--- config.mk ---
export PLATFORM = sky130hd
export DESIGN_NAME = bsic_top
export DESIGN_NICKNAME = d
export VERILOG_FILES = /design/src/hdl/bsic_pkg.sv /design/src/hdl/bsic_top.sv /design/src/hdl/bsic_burst_ctr.sv
export VERILOG_INCLUDE_DIRS = /design/src /design/src/hdl
export SDC_FILE = /design/constraint.sdc
export NUM_CORES = 1
export LEC_CHECK = 0
export ABC_AREA = 1
export BUFFER_PORTS_ARGS = -buffer_cell sky130_fd_sc_hd__buf_2
export CORE_ASPECT_RATIO = 1.1
export CORE_UTILIZATION = 50
export CTS_CLUSTER_DIAMETER = 200
export DETAILED_ROUTE_END_ITERATION = 12
export GPL_ROUTABILITY_DRIVEN = 0
export PLACE_DENSITY_LB_ADDON = 0.12
export SYNTH_ARGS = -nofsm -noshare
export SYNTH_HDL_FRONTEND = slang
export SYNTH_SLANG_ARGS = --single-unit
--- constraint.sdc ---
create_clock -name mclk -period 1.72 [get_ports mclk]
set_clock_uncertainty 0.05 [all_clocks]
set_input_delay 0.344 -clock mclk [delete_from_list [all_inputs] [get_ports mclk]]
set_output_delay 0.344 -clock mclk [all_outputs]
set_load 0.02 [all_outputs]
--- src/hdl/bsic_regs.svh ---
// Constants for the burst SRAM input-capture and access-control front end.
// Assumes inclusion by name from hdl/ files; definitions only.
// Notes on behaviour
// RULE1 - A new access captures the whole address bus on a qualified rising edge to pick one location.
// RULE2 - The two lowest address bits are loaded into a two-bit burst counter that sets later beat offsets.
// RULE3 - Only byte lanes sampled low together with a low write strobe are written; the code also writes lanes sampled on advance edges of a write, strobe high.
// RULE4 - The write strobe is sampled only on edges where the clock gate is low.
// RULE5 - The controller starts a write with the strobe low; with it high the access is a read.
// RULE6 - With advance_or_load high on a qualified edge the burst counter steps instead of loading.
// RULE7 - With advance_or_load low on a qualified edge a new address is taken and a new access starts.
// RULE8 - After deselect the controller must load a fresh address rather than advance.
// RULE9 - All inputs are registered but acted on only on edges where the clock gate is low; the code acts on reset, outEnN and the strap on gated edges too.
// RULE10 - A high clock gate freezes all state and does not deselect the device; the code still updates memAddr and the drive pins on a gated edge.
// RULE11 - The device is selected only with select one and three low and select two high.
// RULE12 - The burst-order strap low gives linear order, high gives interleaved order.
// RULE13 - Data and parity drivers are off during write beats, on the first cycle after deselect and while deselected.
// RULE14 - The burst counter wraps inside its group of four and never carries into upper address bits.
`ifndef BSIC_REGS_SVH
`define BSIC_REGS_SVH
`define BSIC_ADDR_W     19
`define BSIC_LANES      4
`define BSIC_CNT_W      2
`define BSIC_CNT_RESET  2'h0
`define BSIC_BURST_LIN  1'h0
`endif

--- src/hdl/bsic_pkg.sv ---
// Types for the burst SRAM front end.
// Assumes no other package.
package bsic_pkg;
  typedef enum logic [2:0] {
    BSIC_IDLE  = 3'h1,
    BSIC_READ  = 3'h2,
    BSIC_WRITE = 3'h4
  } bsic_state_e;
endpackage : bsic_pkg

--- src/hdl/bsic_top.sv ---
// Input capture and access control of a flow-through burst SRAM.
// Assumes all pins synchronous to mclk; the array sits outside, fed by memAddr/memWrLane.
`include "bsic_regs.svh"
module bsic_top #(
  parameter int ADDR_W = `BSIC_ADDR_W,
  parameter int LANES  = `BSIC_LANES
) (
  input  wire logic              mclk,            // Clock
  input  wire logic              reset,           // Sync reset, high
  input  wire logic              clock_gate_n,    // Clock qualifier, low
  input  wire logic [ADDR_W-1:0] addrIn,          // Address bus
  input  wire logic              advance_or_load, // High advance, low load
  input  wire logic              writeEnN,        // Write strobe, low
  input  wire logic [LANES-1:0]  byte_lane_write_n, // Lane write, low
  input  wire logic              chipSel1N,       // Select one, low
  input  wire logic              chipSel2,        // Select two, high
  input  wire logic              chipSel3N,       // Select three, low
  input  wire logic              burstModeStrap,  // Low linear, high interleaved
  input  wire logic              outEnN,          // Output enable, low
  output logic      [ADDR_W-1:0] memAddr,         // Location of this beat
  output logic                   memActive,       // Beat in progress
  output logic                   memWrite,        // Beat is a write
  output logic      [LANES-1:0]  memWrLane,       // Lanes written, high
  output logic                   dataDriveN,      // Data pins drive when low
  output logic                   parity_linesDriveN // Parity pins drive when low
);
  bsic_pkg::bsic_state_e state_r, state_nxt;
  logic [ADDR_W-1:0] base_r, base_nxt;
  logic [LANES-1:0]  lane_r, lane_nxt;
  logic              afterDesel_r, afterDesel_nxt;
  logic              modeLin_r, modeLin_nxt;
  logic              strapTaken_r, strapTaken_nxt;
  logic [ADDR_W-1:0] memAddr_r, memAddr_nxt;
  logic              drvN_r, drvN_nxt;
  logic              memActive_r, memActive_nxt;
  logic              memWrite_r, memWrite_nxt;
  logic [LANES-1:0]  memWrLane_r, memWrLane_nxt;
  logic              qual, selected, doLoad, doStep;
  logic [1:0]        offset;

  // Timing seen at the pins, in qualified edges:
  //   load edge L: state, lanes and base taken
  //   L: busy, write and lane outputs show the new access
  //   L+1: memAddr shows the first beat address
  // Each advance edge moves the beat address one edge later.
  // A gated edge freezes state, lanes, base and counter; memAddr still takes a beat set one edge earlier, and the drive pins follow outEnN.

  // Select decode: one and three low, two high
  function automatic logic selDecode(
    input logic sel1N,
    input logic sel2,
    input logic sel3N
  );
    return ~sel1N & sel2 & ~sel3N;
  endfunction : selDecode

  // Any access in progress
  function automatic logic accessBusy(
    input bsic_pkg::bsic_state_e st
  );
    return st != bsic_pkg::BSIC_IDLE;
  endfunction : accessBusy

  // Access in progress is a write
  function automatic logic accessIsWrite(
    input bsic_pkg::bsic_state_e st
  );
    return st == bsic_pkg::BSIC_WRITE;
  endfunction : accessIsWrite

  // Access in progress is a read
  function automatic logic accessIsRead(
    input bsic_pkg::bsic_state_e st
  );
    return st == bsic_pkg::BSIC_READ;
  endfunction : accessIsRead

  assign qual     = ~clock_gate_n;                          // [RULE9]
  assign selected = selDecode(chipSel1N, chipSel2, chipSel3N); // [RULE11]
  assign doLoad   = qual & ~advance_or_load & selected;     // [RULE7]
  // Advancing from deselect is illegal for the controller; ignore it
  assign doStep   = qual & advance_or_load & accessBusy(state_r); // [RULE6] [RULE8]

  bsic_burst_ctr u_ctr (
    .mclk     (mclk),
    .reset    (reset),
    .load     (doLoad),
    .step     (doStep),
    .startOff (addrIn[1:0]),
    .linear   (modeLin_r),
    .offset   (offset)
  );

  always_comb begin
    state_nxt      = state_r;
    base_nxt       = base_r;
    lane_nxt       = lane_r;
    afterDesel_nxt = afterDesel_r;
    modeLin_nxt    = modeLin_r;
    strapTaken_nxt = 1'b1;
    // Strap caught once after reset release, static afterwards
    if (!strapTaken_r) begin
      modeLin_nxt = (burstModeStrap == `BSIC_BURST_LIN);    // [RULE12]
    end
    // No qualified edge: state, lanes, base and deselect flag hold, selection included
    if (qual) begin                                         // [RULE10]
      lane_nxt = ~byte_lane_write_n;                        // [RULE3]
      if (!advance_or_load) begin
        afterDesel_nxt = (state_r == bsic_pkg::BSIC_IDLE) && selected;
        if (!selected) begin
          state_nxt = bsic_pkg::BSIC_IDLE;                  // [RULE11]
        end else begin
          base_nxt  = addrIn;                               // [RULE1]
          state_nxt = writeEnN ? bsic_pkg::BSIC_READ : bsic_pkg::BSIC_WRITE; // [RULE4] [RULE5]
        end
      end else begin
        afterDesel_nxt = 1'b0;
      end
    end
  end

  // Upper bits come from the load only, so a wrap never carries
  always_comb begin
    memAddr_nxt = {base_r[ADDR_W-1:2], offset};              // [RULE14]
  end

  // Drive only for a settled read with output enable low; the first
  // beat out of deselect stays off to avoid contention on turnaround
  always_comb begin
    drvN_nxt = 1'b1;
    if (!outEnN && accessIsRead(state_nxt) && !afterDesel_nxt) begin
      drvN_nxt = 1'b0;                                       // [RULE13]
    end
  end

  always_ff @(posedge mclk) begin
    if (reset) begin
      state_r      <= bsic_pkg::BSIC_IDLE;
      base_r       <= '0;
      lane_r       <= '0;
      afterDesel_r <= 1'b0;
      modeLin_r    <= 1'b0;
      strapTaken_r <= 1'b0;
      drvN_r       <= 1'b1;
    end else begin
      state_r      <= state_nxt;
      base_r       <= base_nxt;
      lane_r       <= lane_nxt;
      afterDesel_r <= afterDesel_nxt;
      modeLin_r    <= modeLin_nxt;
      strapTaken_r <= strapTaken_nxt;
      drvN_r       <= drvN_nxt;
    end
  end

  // Address register follows the counter one cycle behind the base
  always_ff @(posedge mclk) begin
    if (reset) begin
      memAddr_r <= '0;
    end else begin
      memAddr_r <= memAddr_nxt;
    end
  end

  // Output group: flops fed from the state group's next values, so the
  // pins match a decode of the state register without a gate path
  always_comb begin
    memActive_nxt = accessBusy(state_nxt);                   // [RULE7]
    memWrite_nxt  = accessIsWrite(state_nxt);                // [RULE5]
    memWrLane_nxt = '0;
    if (accessIsWrite(state_nxt)) begin
      memWrLane_nxt = lane_nxt;                              // [RULE3]
    end
  end

  always_ff @(posedge mclk) begin
    if (reset) begin
      memActive_r <= 1'b0;
      memWrite_r  <= 1'b0;
      memWrLane_r <= '0;
    end else begin
      memActive_r <= memActive_nxt;
      memWrite_r  <= memWrite_nxt;
      memWrLane_r <= memWrLane_nxt;
    end
  end

  assign memAddr            = memAddr_r;
  assign memActive          = memActive_r;
  assign memWrite           = memWrite_r;
  assign memWrLane          = memWrLane_r;
  assign dataDriveN         = drvN_r;
  assign parity_linesDriveN = drvN_r;
endmodule : bsic_top

--- src/hdl/bsic_burst_ctr.sv ---
// Two-bit burst offset generator: load, step and order select.
// Assumes the caller qualifies load and step with the clock gate.
`include "bsic_regs.svh"
module bsic_burst_ctr (
  input  wire logic                   mclk,      // Clock
  input  wire logic                   reset,     // Sync reset, high
  input  wire logic                   load,      // Take new start offset
  input  wire logic                   step,      // Advance one beat
  input  wire logic [`BSIC_CNT_W-1:0] startOff,  // Low address bits
  input  wire logic                   linear,    // Linear order when high
  output logic      [`BSIC_CNT_W-1:0] offset     // Current beat offset
);
  logic [`BSIC_CNT_W-1:0] start_r, start_nxt;
  logic [`BSIC_CNT_W-1:0] beat_r, beat_nxt;

  // Two bits only, so the add wraps inside the group of four
  function automatic logic [`BSIC_CNT_W-1:0] bsicOrder(
    input logic [`BSIC_CNT_W-1:0] s, input logic [`BSIC_CNT_W-1:0] b, input logic lin);
    bsicOrder = lin ? `BSIC_CNT_W'(s + b) : (s ^ b); // [RULE12] [RULE14]
  endfunction : bsicOrder

  always_comb begin
    start_nxt = start_r;
    beat_nxt  = beat_r;
    if (load) begin
      start_nxt = startOff;  // [RULE2]
      beat_nxt  = `BSIC_CNT_RESET;
    end else if (step) begin
      beat_nxt = `BSIC_CNT_W'(beat_r + 2'h1);  // [RULE6] [RULE14]
    end
  end

  always_ff @(posedge mclk) begin
    if (reset) begin
      start_r <= `BSIC_CNT_RESET;
      beat_r  <= `BSIC_CNT_RESET;
    end else begin
      start_r <= start_nxt;
      beat_r  <= beat_nxt;
    end
  end

  assign offset = bsicOrder(start_r, beat_r, linear);
endmodule : bsic_burst_ctr

Yosys cells after proc, flatten, opt, wreduce, memory -nomap -nowiden:

Index checks and enable logic that the tools add are counted.

* equality and inequality tests: 5
* bitwise gates (word level): 14
* add/subtract/negate cells: 2
* reduce and logical (&&, ||, !) cells: 8
* multiplexer cells: 10

Operators by type and width (number)
* 3-bit 2-to-1 mux: 4
* 1-bit bitwise AND: 6
* 3-bit by 1-bit != test with 1-bit output, second input constant: 2
* 1-bit inverter: 6
* 1-bit 2-to-1 mux: 4
* 4-bit 2-to-1 mux: 1
* 4-bit inverter: 1
* 2-bit OR reduction: 2
* 3-bit by 1-bit == test with 1-bit output, second input constant: 1
* 3-bit by 2-bit == test with 1-bit output, second input constant: 1
* 3-bit == test, second input constant: 1
* 1-bit logical AND: 3
* 3-bit AND reduction: 1
* 2-bit by 1-bit adder with 2-bit output, second input constant: 1
* 2-bit adder: 1
* 1-bit zero test: 2
* 2-bit 2-to-1 mux: 1
* 2-bit bitwise XOR: 1

* word-level logic and storage cells: 52
* register bits: 59
* input port bits: 33
* output and inout port bits: 27

Logic depth before layout (Yosys ltp):

Gate-level depths: netlist of run 1.

* depth after elaboration: 10
* mapped depth: 7
* depth with buffers taken out: 7

Modules after synthesis:

A second synthesis of run 1 with hierarchy kept.

* cells, all modules: 232
* area total of the unflattened synthesis: 1984.4 um^2

Modules (own cells, without submodules)
* bsic_top: sequential area each 1061.0 um^2, area each 1780.5 um^2, times used 1, cells an instance 200
* bsic_burst_ctr: sequential area each 80.1 um^2, area each 203.9 um^2, times used 1, cells an instance 32

Worst setup path before layout of run 1:

OpenSTA, ideal clock, no wires.

* kind: input port to flip-flop
* from: input advance_or_load
* to: register base_r[17]
* required time: 1552 ps
* setup time: 118 ps
* stages on the path: 5
* buffers on the path: 1
* arrival: 916 ps
* setup slack: 636 ps
* cells stage by stage: nor2_4 > nand3_2 > buf_2 > o21ai_1 > a21oi_2

* word-level cells in the longest chain between the ends: 2

Ends and longest elaborated chain
* from (decl): RTL line bsic_top.sv:12 `input wire logic advance_or_load,`
* 1-bit inverter (no source line)
* 3-bit AND reduction (no source line)
* to (signal assigned): RTL line bsic_top.sv:147 `base_r <= base_nxt;`
* to (decl): RTL line bsic_top.sv:28 `logic [ADDR_W-1:0] base_r, base_nxt;`

No other way between the ends.
A chain may end at the register's enable or synchronous reset.

Worst setup path in the final report of run 1:

* from: register drvN_r, in the netlist dataDriveN
* to: output dataDriveN

RTL lines
* from (decl): RTL line bsic_top.sv:34 `logic drvN_r, drvN_nxt;`
* from (signal assigned): RTL line bsic_top.sv:152 `drvN_r <= drvN_nxt;`
* to (decl): RTL line bsic_top.sv:24 `output logic dataDriveN,`

No word-level cell between the ends.

==> out/metrics.csv, run 1 <==
metric,value,unit
outcome,finished clean,
P&R area growth vs syn,24.8,%
placed inst area,2270,um2
worst-path cell chain,buf_2,
Mapped Area,1960,um2
Worst Path Arrival,0.79,ns
max-slew violations,0,
core area,3680,um2
fin crit period,1.18,ns
part of the power in the clock network,41.4,%
Critical Path RT,1.33,ns
layout cell share with drive strength beyond 1,34.3,%
post-synth cell types,23,
sw frac,22.0,%
"Clk Latency, worst-skew pair",0.32,ns
power per cell area,1050,nW/um2
crit start category,register,
# IOs,60,
RSZ-0062 raised after global routing,no,
Critical path buffers and inverters,1,
first-pass iteration count of the detailed router,4,
commonest cells in the synthesized netlist,"dfxtp_1, nor2_1, inv_1",
"FF+latch count, synth",57,
FILL cells,359,
Chip Width,61.7,um
Root Buffer,clkbuf_8,
Num Clock Sinks,57,
multi-input logic area,641,um2
Final #Nets,318,
Routed WL,3380,um
Critical Setup Path Class,reg2out,
CP max stage cell,dfxtp_1,
DIE AREA,4180,um2
top-count cell post-synth,dfxtp_1,
clock buffer depth,2,
post-cts sizing count,0,
vias in the first global route,1340,
die height,67.7,um
Setup Buffers After CTS,0,
switching power,0.000566,W
relative slew slack,70.8,%
Worst Setup End Kind,output port,
Total GRT Usage,18.8,%
antenna violation net count after detailed routing,0,
WL/cell,9.97,um
std cell rows,23,
final worst slack,0.535,ns
Peak Freq,844,MHz
Gate power share,5.9,%
vias per std cell,4.55,
CTS Hold Bufs,0,
Yosys top cell by area,dfxtp_1,
Mapped Nets,256,
synth warn,0,
Post-synth EDFFs,0,
internal power,0.00201,W
sequential share of the synthesized area,58.2,%
CTS buffer count,9,
Detailed Route Iter0 Violations,75,
setup TNS,0,ns
clk slew on worst S/H paths,0.06,ns
Sequential Power Share,52.7,%
post-route clock period utilization,68.9,%
async set-or-reset flop fraction in the synthesized netlist,0,%
max cap viols,0,
CTS tree,yes,
routed via count,1543,
Peak VDD IR,0.633,mV
design area,2450,um2
pre-CTS setup slack,0.292,ns
Port Buffers,59,
final setup vio count,0,
Post-route DRC,0,
largest cells by area after synthesis,"dfxtp_1, nor2_1, inv_1, o21ai_1, a21oi_2",
first-pass GRT wire length,5570,um
Crit Path Max Fanout,2,
family with the most delay on the worst path,flip-flops,
Pleak,1.13,nW
Synth Flop Type,dfxtp_1,
initial core utilization,53.2,%
largest net degree at the start of global routing,39,
DP Cell Count,323,
gate count after technology mapping,222,
Synth top area share,58.2,%
diodes inserted,0,
worst slew pin tran,0.438,ns
initial antenna violation count,0,
Reg area,1140,um2
syn_area_per_cell,8.83,um2
Hold Fails Final Rpt,0,
H-tree depth,3,
Post-Layout Cell Count,339,
Detail Placement HPWL,2300,um
total grt overflow,0,
HP Class,in2reg,
"Largest stage delay, worst path",0.32,ns
per-layer routing:
| layer | vias to the layer above | global-route usage (%) | share of wire (%) |
|---|---|---|---|
| met3 | 7 | 7.28 | 6.9 |
| li1 | 811 | - | - |
| met4 | 0 | 12.5 | 1.9 |
| met5 | - | 0 | 0 |
| met2 | 49 | 28.8 | 46 |
| met1 | 676 | 21.6 | 45 |
power by group through the flow:
| stage | Clock, W | Sequential (W) | Combinational, W |
|---|---|---|---|
| floorplan | 0 | 0.00139 | 0.0000841 |
| global placement | 0 | 0.00138 | 0.000150 |
| detailed placement | 0 | 0.00138 | 0.000153 |
| CTS | 0.00110 | 0.00136 | 0.000154 |
| global route | 0.00116 | 0.00136 | 0.000172 |
| finish | 0.00107 | 0.00135 | 0.000152 |
final timing paths:
path	from	to	slack, ns	depth (start not counted)
worst max-delay path	dataDriveN	dataDriveN	0.54	1
worst min-delay path	addrIn[1]	u_ctr.start_r[1]	0.22	3
worst max register to register	u_ctr.beat_r[0]	memAddr[1]	0.72	4
worst min register to register	base_r[15]	memAddr[15]	0.38	2
sequential cells by signal, indices dropped and copies added (netlist names):
register	cells
memAddr	19
base_r	17
lane_r	4
memWrLane	4
state_r	3
u_ctr.beat_r	2
u_ctr.start_r	2
afterDesel_r	1
dataDriveN	1
memActive	1
memWrite	1
modeLin_r	1
strapTaken_r	1
cell usage in the layout, fill, tap and decap left out, types with 2 or more instances in the layout:
cell       n
o21ai_1   20
buf_4      2
inv_1     27
clkbuf_1   3
buf_2     59
inv_2      4
nand3_1    4
nor2_1    37
nand2_2    4
a21oi_2   10
o21ai_0    6
nor3_2     4
a21oi_1   12
nand2_1   20
clkbuf_8  11
dfxtp_1   57
final cells by class:
| class | instances | area share [%] |
|---|---|---|
| repair buffers | 61 | 12.7 |
| clock buffers | 14 | 6.65 |
| well taps | 50 | 2.56 |
| clock inverters | 2 | 0.512 |
| inverters | 31 | 4.76 |
| flip-flops and latches | 57 | 46.6 |
| multi-input cells | 124 | 26.2 |
stage by stage:
step | utilization, % | hold WS, ns | total power (W)
global placement | 61.7 | 0.371 | 0.00153
floorplan | - | 0.360 | 0.00148
detailed placement | 61.7 | 0.375 | 0.00154
global route | 66.4 | 0.218 | 0.00269
CTS | 66.4 | 0.207 | 0.00261
finish | 66.4 | 0.217 | 0.00257
cells by family (layout without fill, tap and decap cells):
family,Yosys count,in the layout,share of synthesized area (%)
buffers and inverters,41,108,9.13
XOR/XNOR,2,2,0.894
AO/OA/AOI/OAI,48,48,14.2
flip-flops,57,57,58.2
AND/OR/NAND/NOR,73,73,17.0
adder cells (fa/ha/maj),1,1,0.638
No activity file was read; power rests on OpenSTA's default activity.
==> inputs of run 2 (changes only) <==
--- a/config.mk
+++ b/config.mk
@@ -6,10 +6,10 @@
 export SDC_FILE = /design/constraint.sdc
 export NUM_CORES = 1
 export LEC_CHECK = 0
-export ABC_AREA = 1
+export ABC_AREA = 0
 export BUFFER_PORTS_ARGS = -buffer_cell sky130_fd_sc_hd__buf_2
 export CORE_ASPECT_RATIO = 1.1
-export CORE_UTILIZATION = 50
+export CORE_UTILIZATION = 45
 export CTS_CLUSTER_DIAMETER = 200
 export DETAILED_ROUTE_END_ITERATION = 12
 export GPL_ROUTABILITY_DRIVEN = 0
==> constraint.sdc (replaced) <==
create_clock -name mclk -period 1.05 [get_ports mclk]
set_clock_uncertainty 0.05 [all_clocks]
set_input_delay 0.21 -clock mclk [delete_from_list [all_inputs] [get_ports mclk]]
set_output_delay 0.21 -clock mclk [all_outputs]
set_load 0.02 [all_outputs]
==> run 2 against run 1 <==
  * The flow now finishes with violations (negative setup slack)
  * Clock power grew 100%
  * Global-route usage is 0.85 points higher
  * Critical path type is now reg2reg
  * Combinational power up 110%
  * Flip-flop and latch count unchanged
  * Largest power group unchanged
  * Sequential power up 64%
  * Worst setup slack got worse by 0.60 ns
  * Register-to-register slack got worse by 0.79 ns
==> out/metrics.csv, run 2 <==
metric,value,unit,change
Post-synth EDFFs,0,,unchanged
Pleak,1.20,nW,was 1.13 nW
core area,4080,um2,was 3680 um2
M2 GR Usage,31.0,%,was 28.8%
Post-Layout Cell Count,341,,was 339
"commonest non-fill, non-tap cell in the layout",dfxtp_1,,was buf_2
post-route clock period utilization,106,%,
Post-route DRC,0,,unchanged
crit start category,register,,unchanged
Peak Freq,897,MHz,
final setup vio count,6,,was 0
gate count after technology mapping,205,,was 222
design area,2930,um2,was 2450 um2
top-count cell post-synth,dfxtp_1,,unchanged
Critical Path RT,1.27,ns,was 1.33 ns
met1 usage,24.5,%,was 21.6%
"Clk Latency, worst-skew pair",0.33,ns,was 0.32 ns
CTS tree,yes,,unchanged
initial core utilization,48.4,%,was 53.2%
busiest grt layer,met2,,unchanged
antenna violation net count after detailed routing,0,,unchanged
Crit Path Max Fanout,6,,was 2
CTS buffer count,9,,unchanged
diodes inserted,0,,unchanged
most frequent cells in the layout,"dfxtp_1, buf_2, buf_4",,"was buf_2, dfxtp_1, nor2_1"
Total GRT Usage,19.7,%,was 18.8%
std cell rows,24,,was 23
"Largest stage delay, worst path",0.39,ns,was 0.32 ns
R2R depth,3,,was 4
RSZ-0062 raised after global routing,yes,,was no
H-tree depth,3,,unchanged
Synth top area share,57.8,%,was 58.2%
power per cell area,1590,nW/um2,was 1050 nW/um2
synth warn,0,,unchanged
total grt overflow,0,,unchanged
Detail Placement HPWL,2800,um,was 2300 um
sequential share of the synthesized area,57.8,%,was 58.2%
Hold Crit Depth,2,,was 3
# IOs,60,,unchanged
max cap viols,0,,unchanged
vias in the first global route,1574,,was 1340
violated checks,negative setup slack,,
CP max stage cell,or4_1,,was dfxtp_1
Final #Nets,319,,was 318
Routed WL,4300,um,was 3380 um
Synth Flop Type,dfxtp_1,,unchanged
max-slew violations,0,,unchanged
Hold Fails Final Rpt,0,,unchanged
relative slew slack,79.8,%,was 70.8%
DP Cell Count,324,,was 323
syn_area_per_cell,9.64,um2,was 8.83 um2
commonest cells in the synthesized netlist,"dfxtp_1, a21oi_1, nand3_1",,"was dfxtp_1, nor2_1, inv_1"
Chip Width,65.2,um,was 61.7 um
Mapped Area,1980,um2,was 1960 um2
first-pass iteration count of the detailed router,4,,unchanged
post-synth cell types,34,,was 23
worst slew pin tran,0.303,ns,was 0.438 ns
CTS Hold Bufs,0,,unchanged
largest net degree at the start of global routing,30,,was 39
HP Class,in2reg,,unchanged
Port Buffers,59,,unchanged
async set-or-reset flop fraction in the synthesized netlist,0,%,unchanged
P&R area growth vs syn,48.5,%,was 24.8%
worst-path cell chain,nor3b_4 -> or4_1 -> a21oi_1,,was buf_2
Num Clock Sinks,57,,unchanged
Worst Path Arrival,1.33,ns,was 0.79 ns
Mapped Nets,239,,was 256
M3 GR Usage,4.46,%,was 7.28%
pre-CTS setup slack,-0.351,ns,was 0.292 ns
first-pass GRT wire length,6930,um,was 5570 um
FILL cells,303,,was 359
initial antenna violation count,0,,unchanged
largest cells by area after synthesis,"dfxtp_1, a21oi_1, nor2b_1, nand3_1, o21ai_0",,"was dfxtp_1, nor2_1, inv_1, o21ai_1, a21oi_2"
"Core Util, Final",71.8,%,was 66.4%
vias per std cell,4.97,,was 4.55
Yosys top cell by area,dfxtp_1,,unchanged
routed via count,1694,,was 1543
die height,71.5,um,was 67.7 um
max reg flops,19,,unchanged
fin crit period,1.12,ns,
final worst slack,-0.0651,ns,was 0.535 ns
Detailed Route Iter0 Violations,108,,was 75
WL/cell,12.6,um,was 9.97 um
clock buffer depth,2,,unchanged
outcome,"complete, but fails checks",,was finished clean
Worst Setup End Kind,register,,was output port
placed inst area,2460,um2,was 2270 um2
clk slew on worst S/H paths,0.06,ns,about the same
layout cell share with drive strength beyond 1,48.4,%,was 34.3%
Root Buffer,clkbuf_8,,unchanged
DIE AREA,4660,um2,was 4180 um2
"FF+latch count, synth",57,,unchanged
Peak VDD IR,0.979,mV,was 0.633 mV
Critical Setup Path Class,reg2reg,,was reg2out
-- run 2: cell types whose count changed after synthesis, sizes merged, moves of 5 or more --
cell    before  now
a21oi       22   28
clkbuf       2    8
inv         31    2
nand2       24    8
nand3        5   20
nor2        39    5
nor2b        0   18
o21ai       26   21
or2          0    6
-- run 2: worst paths after layout --
kind | start | endpoint | slack [ns]
setup / recovery | state_r[0] | u_ctr.beat_r[1] | -0.07
hold / removal | outEnN | dataDriveN | 0.02
setup reg to reg | state_r[0] | u_ctr.beat_r[1] | -0.07
hold reg to reg | base_r[11] | memAddr[11] | 0.41
-- run 2: layer usage --
metal	vias to the layer above	wire [um]
met2	51	2030
met1	768	1980
met3	10	186
li1	865	-
met4	0	108
met5	-	0
-- run 2: power by group --
group | internal [W] | switching [W]
logic | 0.000149 | 0.000168
clock network | 0.00134 | 0.000816
registers | 0.00220 | 0.0000133
-- run 2: cell type report --
type / instances / area [um2] / share of cell area (%)
timing repair buffer: 85 / 646 / 22.0
tap: 52 / 65.1 / 2.22
clock inverter: 2 / 35.0 / 1.19
inverter: 2 / 7.51 / 0.256
multi-input combinational: 130 / 836 / 28.5
sequential: 57 / 1170 / 39.7
clock buffer: 13 / 179 / 6.10
-- run 2: worst max-delay path: cells and delay by family, from the launching register on --
| kind | cells | cell delay [ns] |
|---|---|---|
| AOI/OAI and AO/OA | 1 | 0.13 |
| DFF | 1 | 0.32 |
| and+or+nand+nor | 2 | 0.55 |
-- run 2: kinds of logic (layout without fill, tap and decap cells) --
| group | after synthesis | in the layout | share of synthesized area, % |
|---|---|---|---|
| buffers and inverters | 18 | 102 | 4.43 |
| adders and majority gates | 1 | 1 | 0.633 |
| xor gates and xnor gates | 2 | 2 | 0.887 |
| AOI/OAI and AO/OA | 56 | 56 | 15.8 |
| and+or+nand+nor | 71 | 71 | 20.5 |
| DFF | 57 | 57 | 57.8 |
-- run 2: repair_timing --
action | CTS | global route
buffers inserted | 0 | 2
pin swaps | 8 | 4
setup endpoints to repair | 31 | 41
resized for setup | 42 | 36
-- run 2: stage by stage --
stage                     total power (W)  setup TNS [ns]  hold slack [ns]
final                             0.00468          -0.148           0.0184
after global routing              0.00482          -0.380           0.0256
after CTS                         0.00470          -0.171           0.0129
after detailed placement          0.00255           -8.87            0.364
after global placement            0.00255           -8.49            0.355
after floorplan                   0.00240           -2.16            0.267
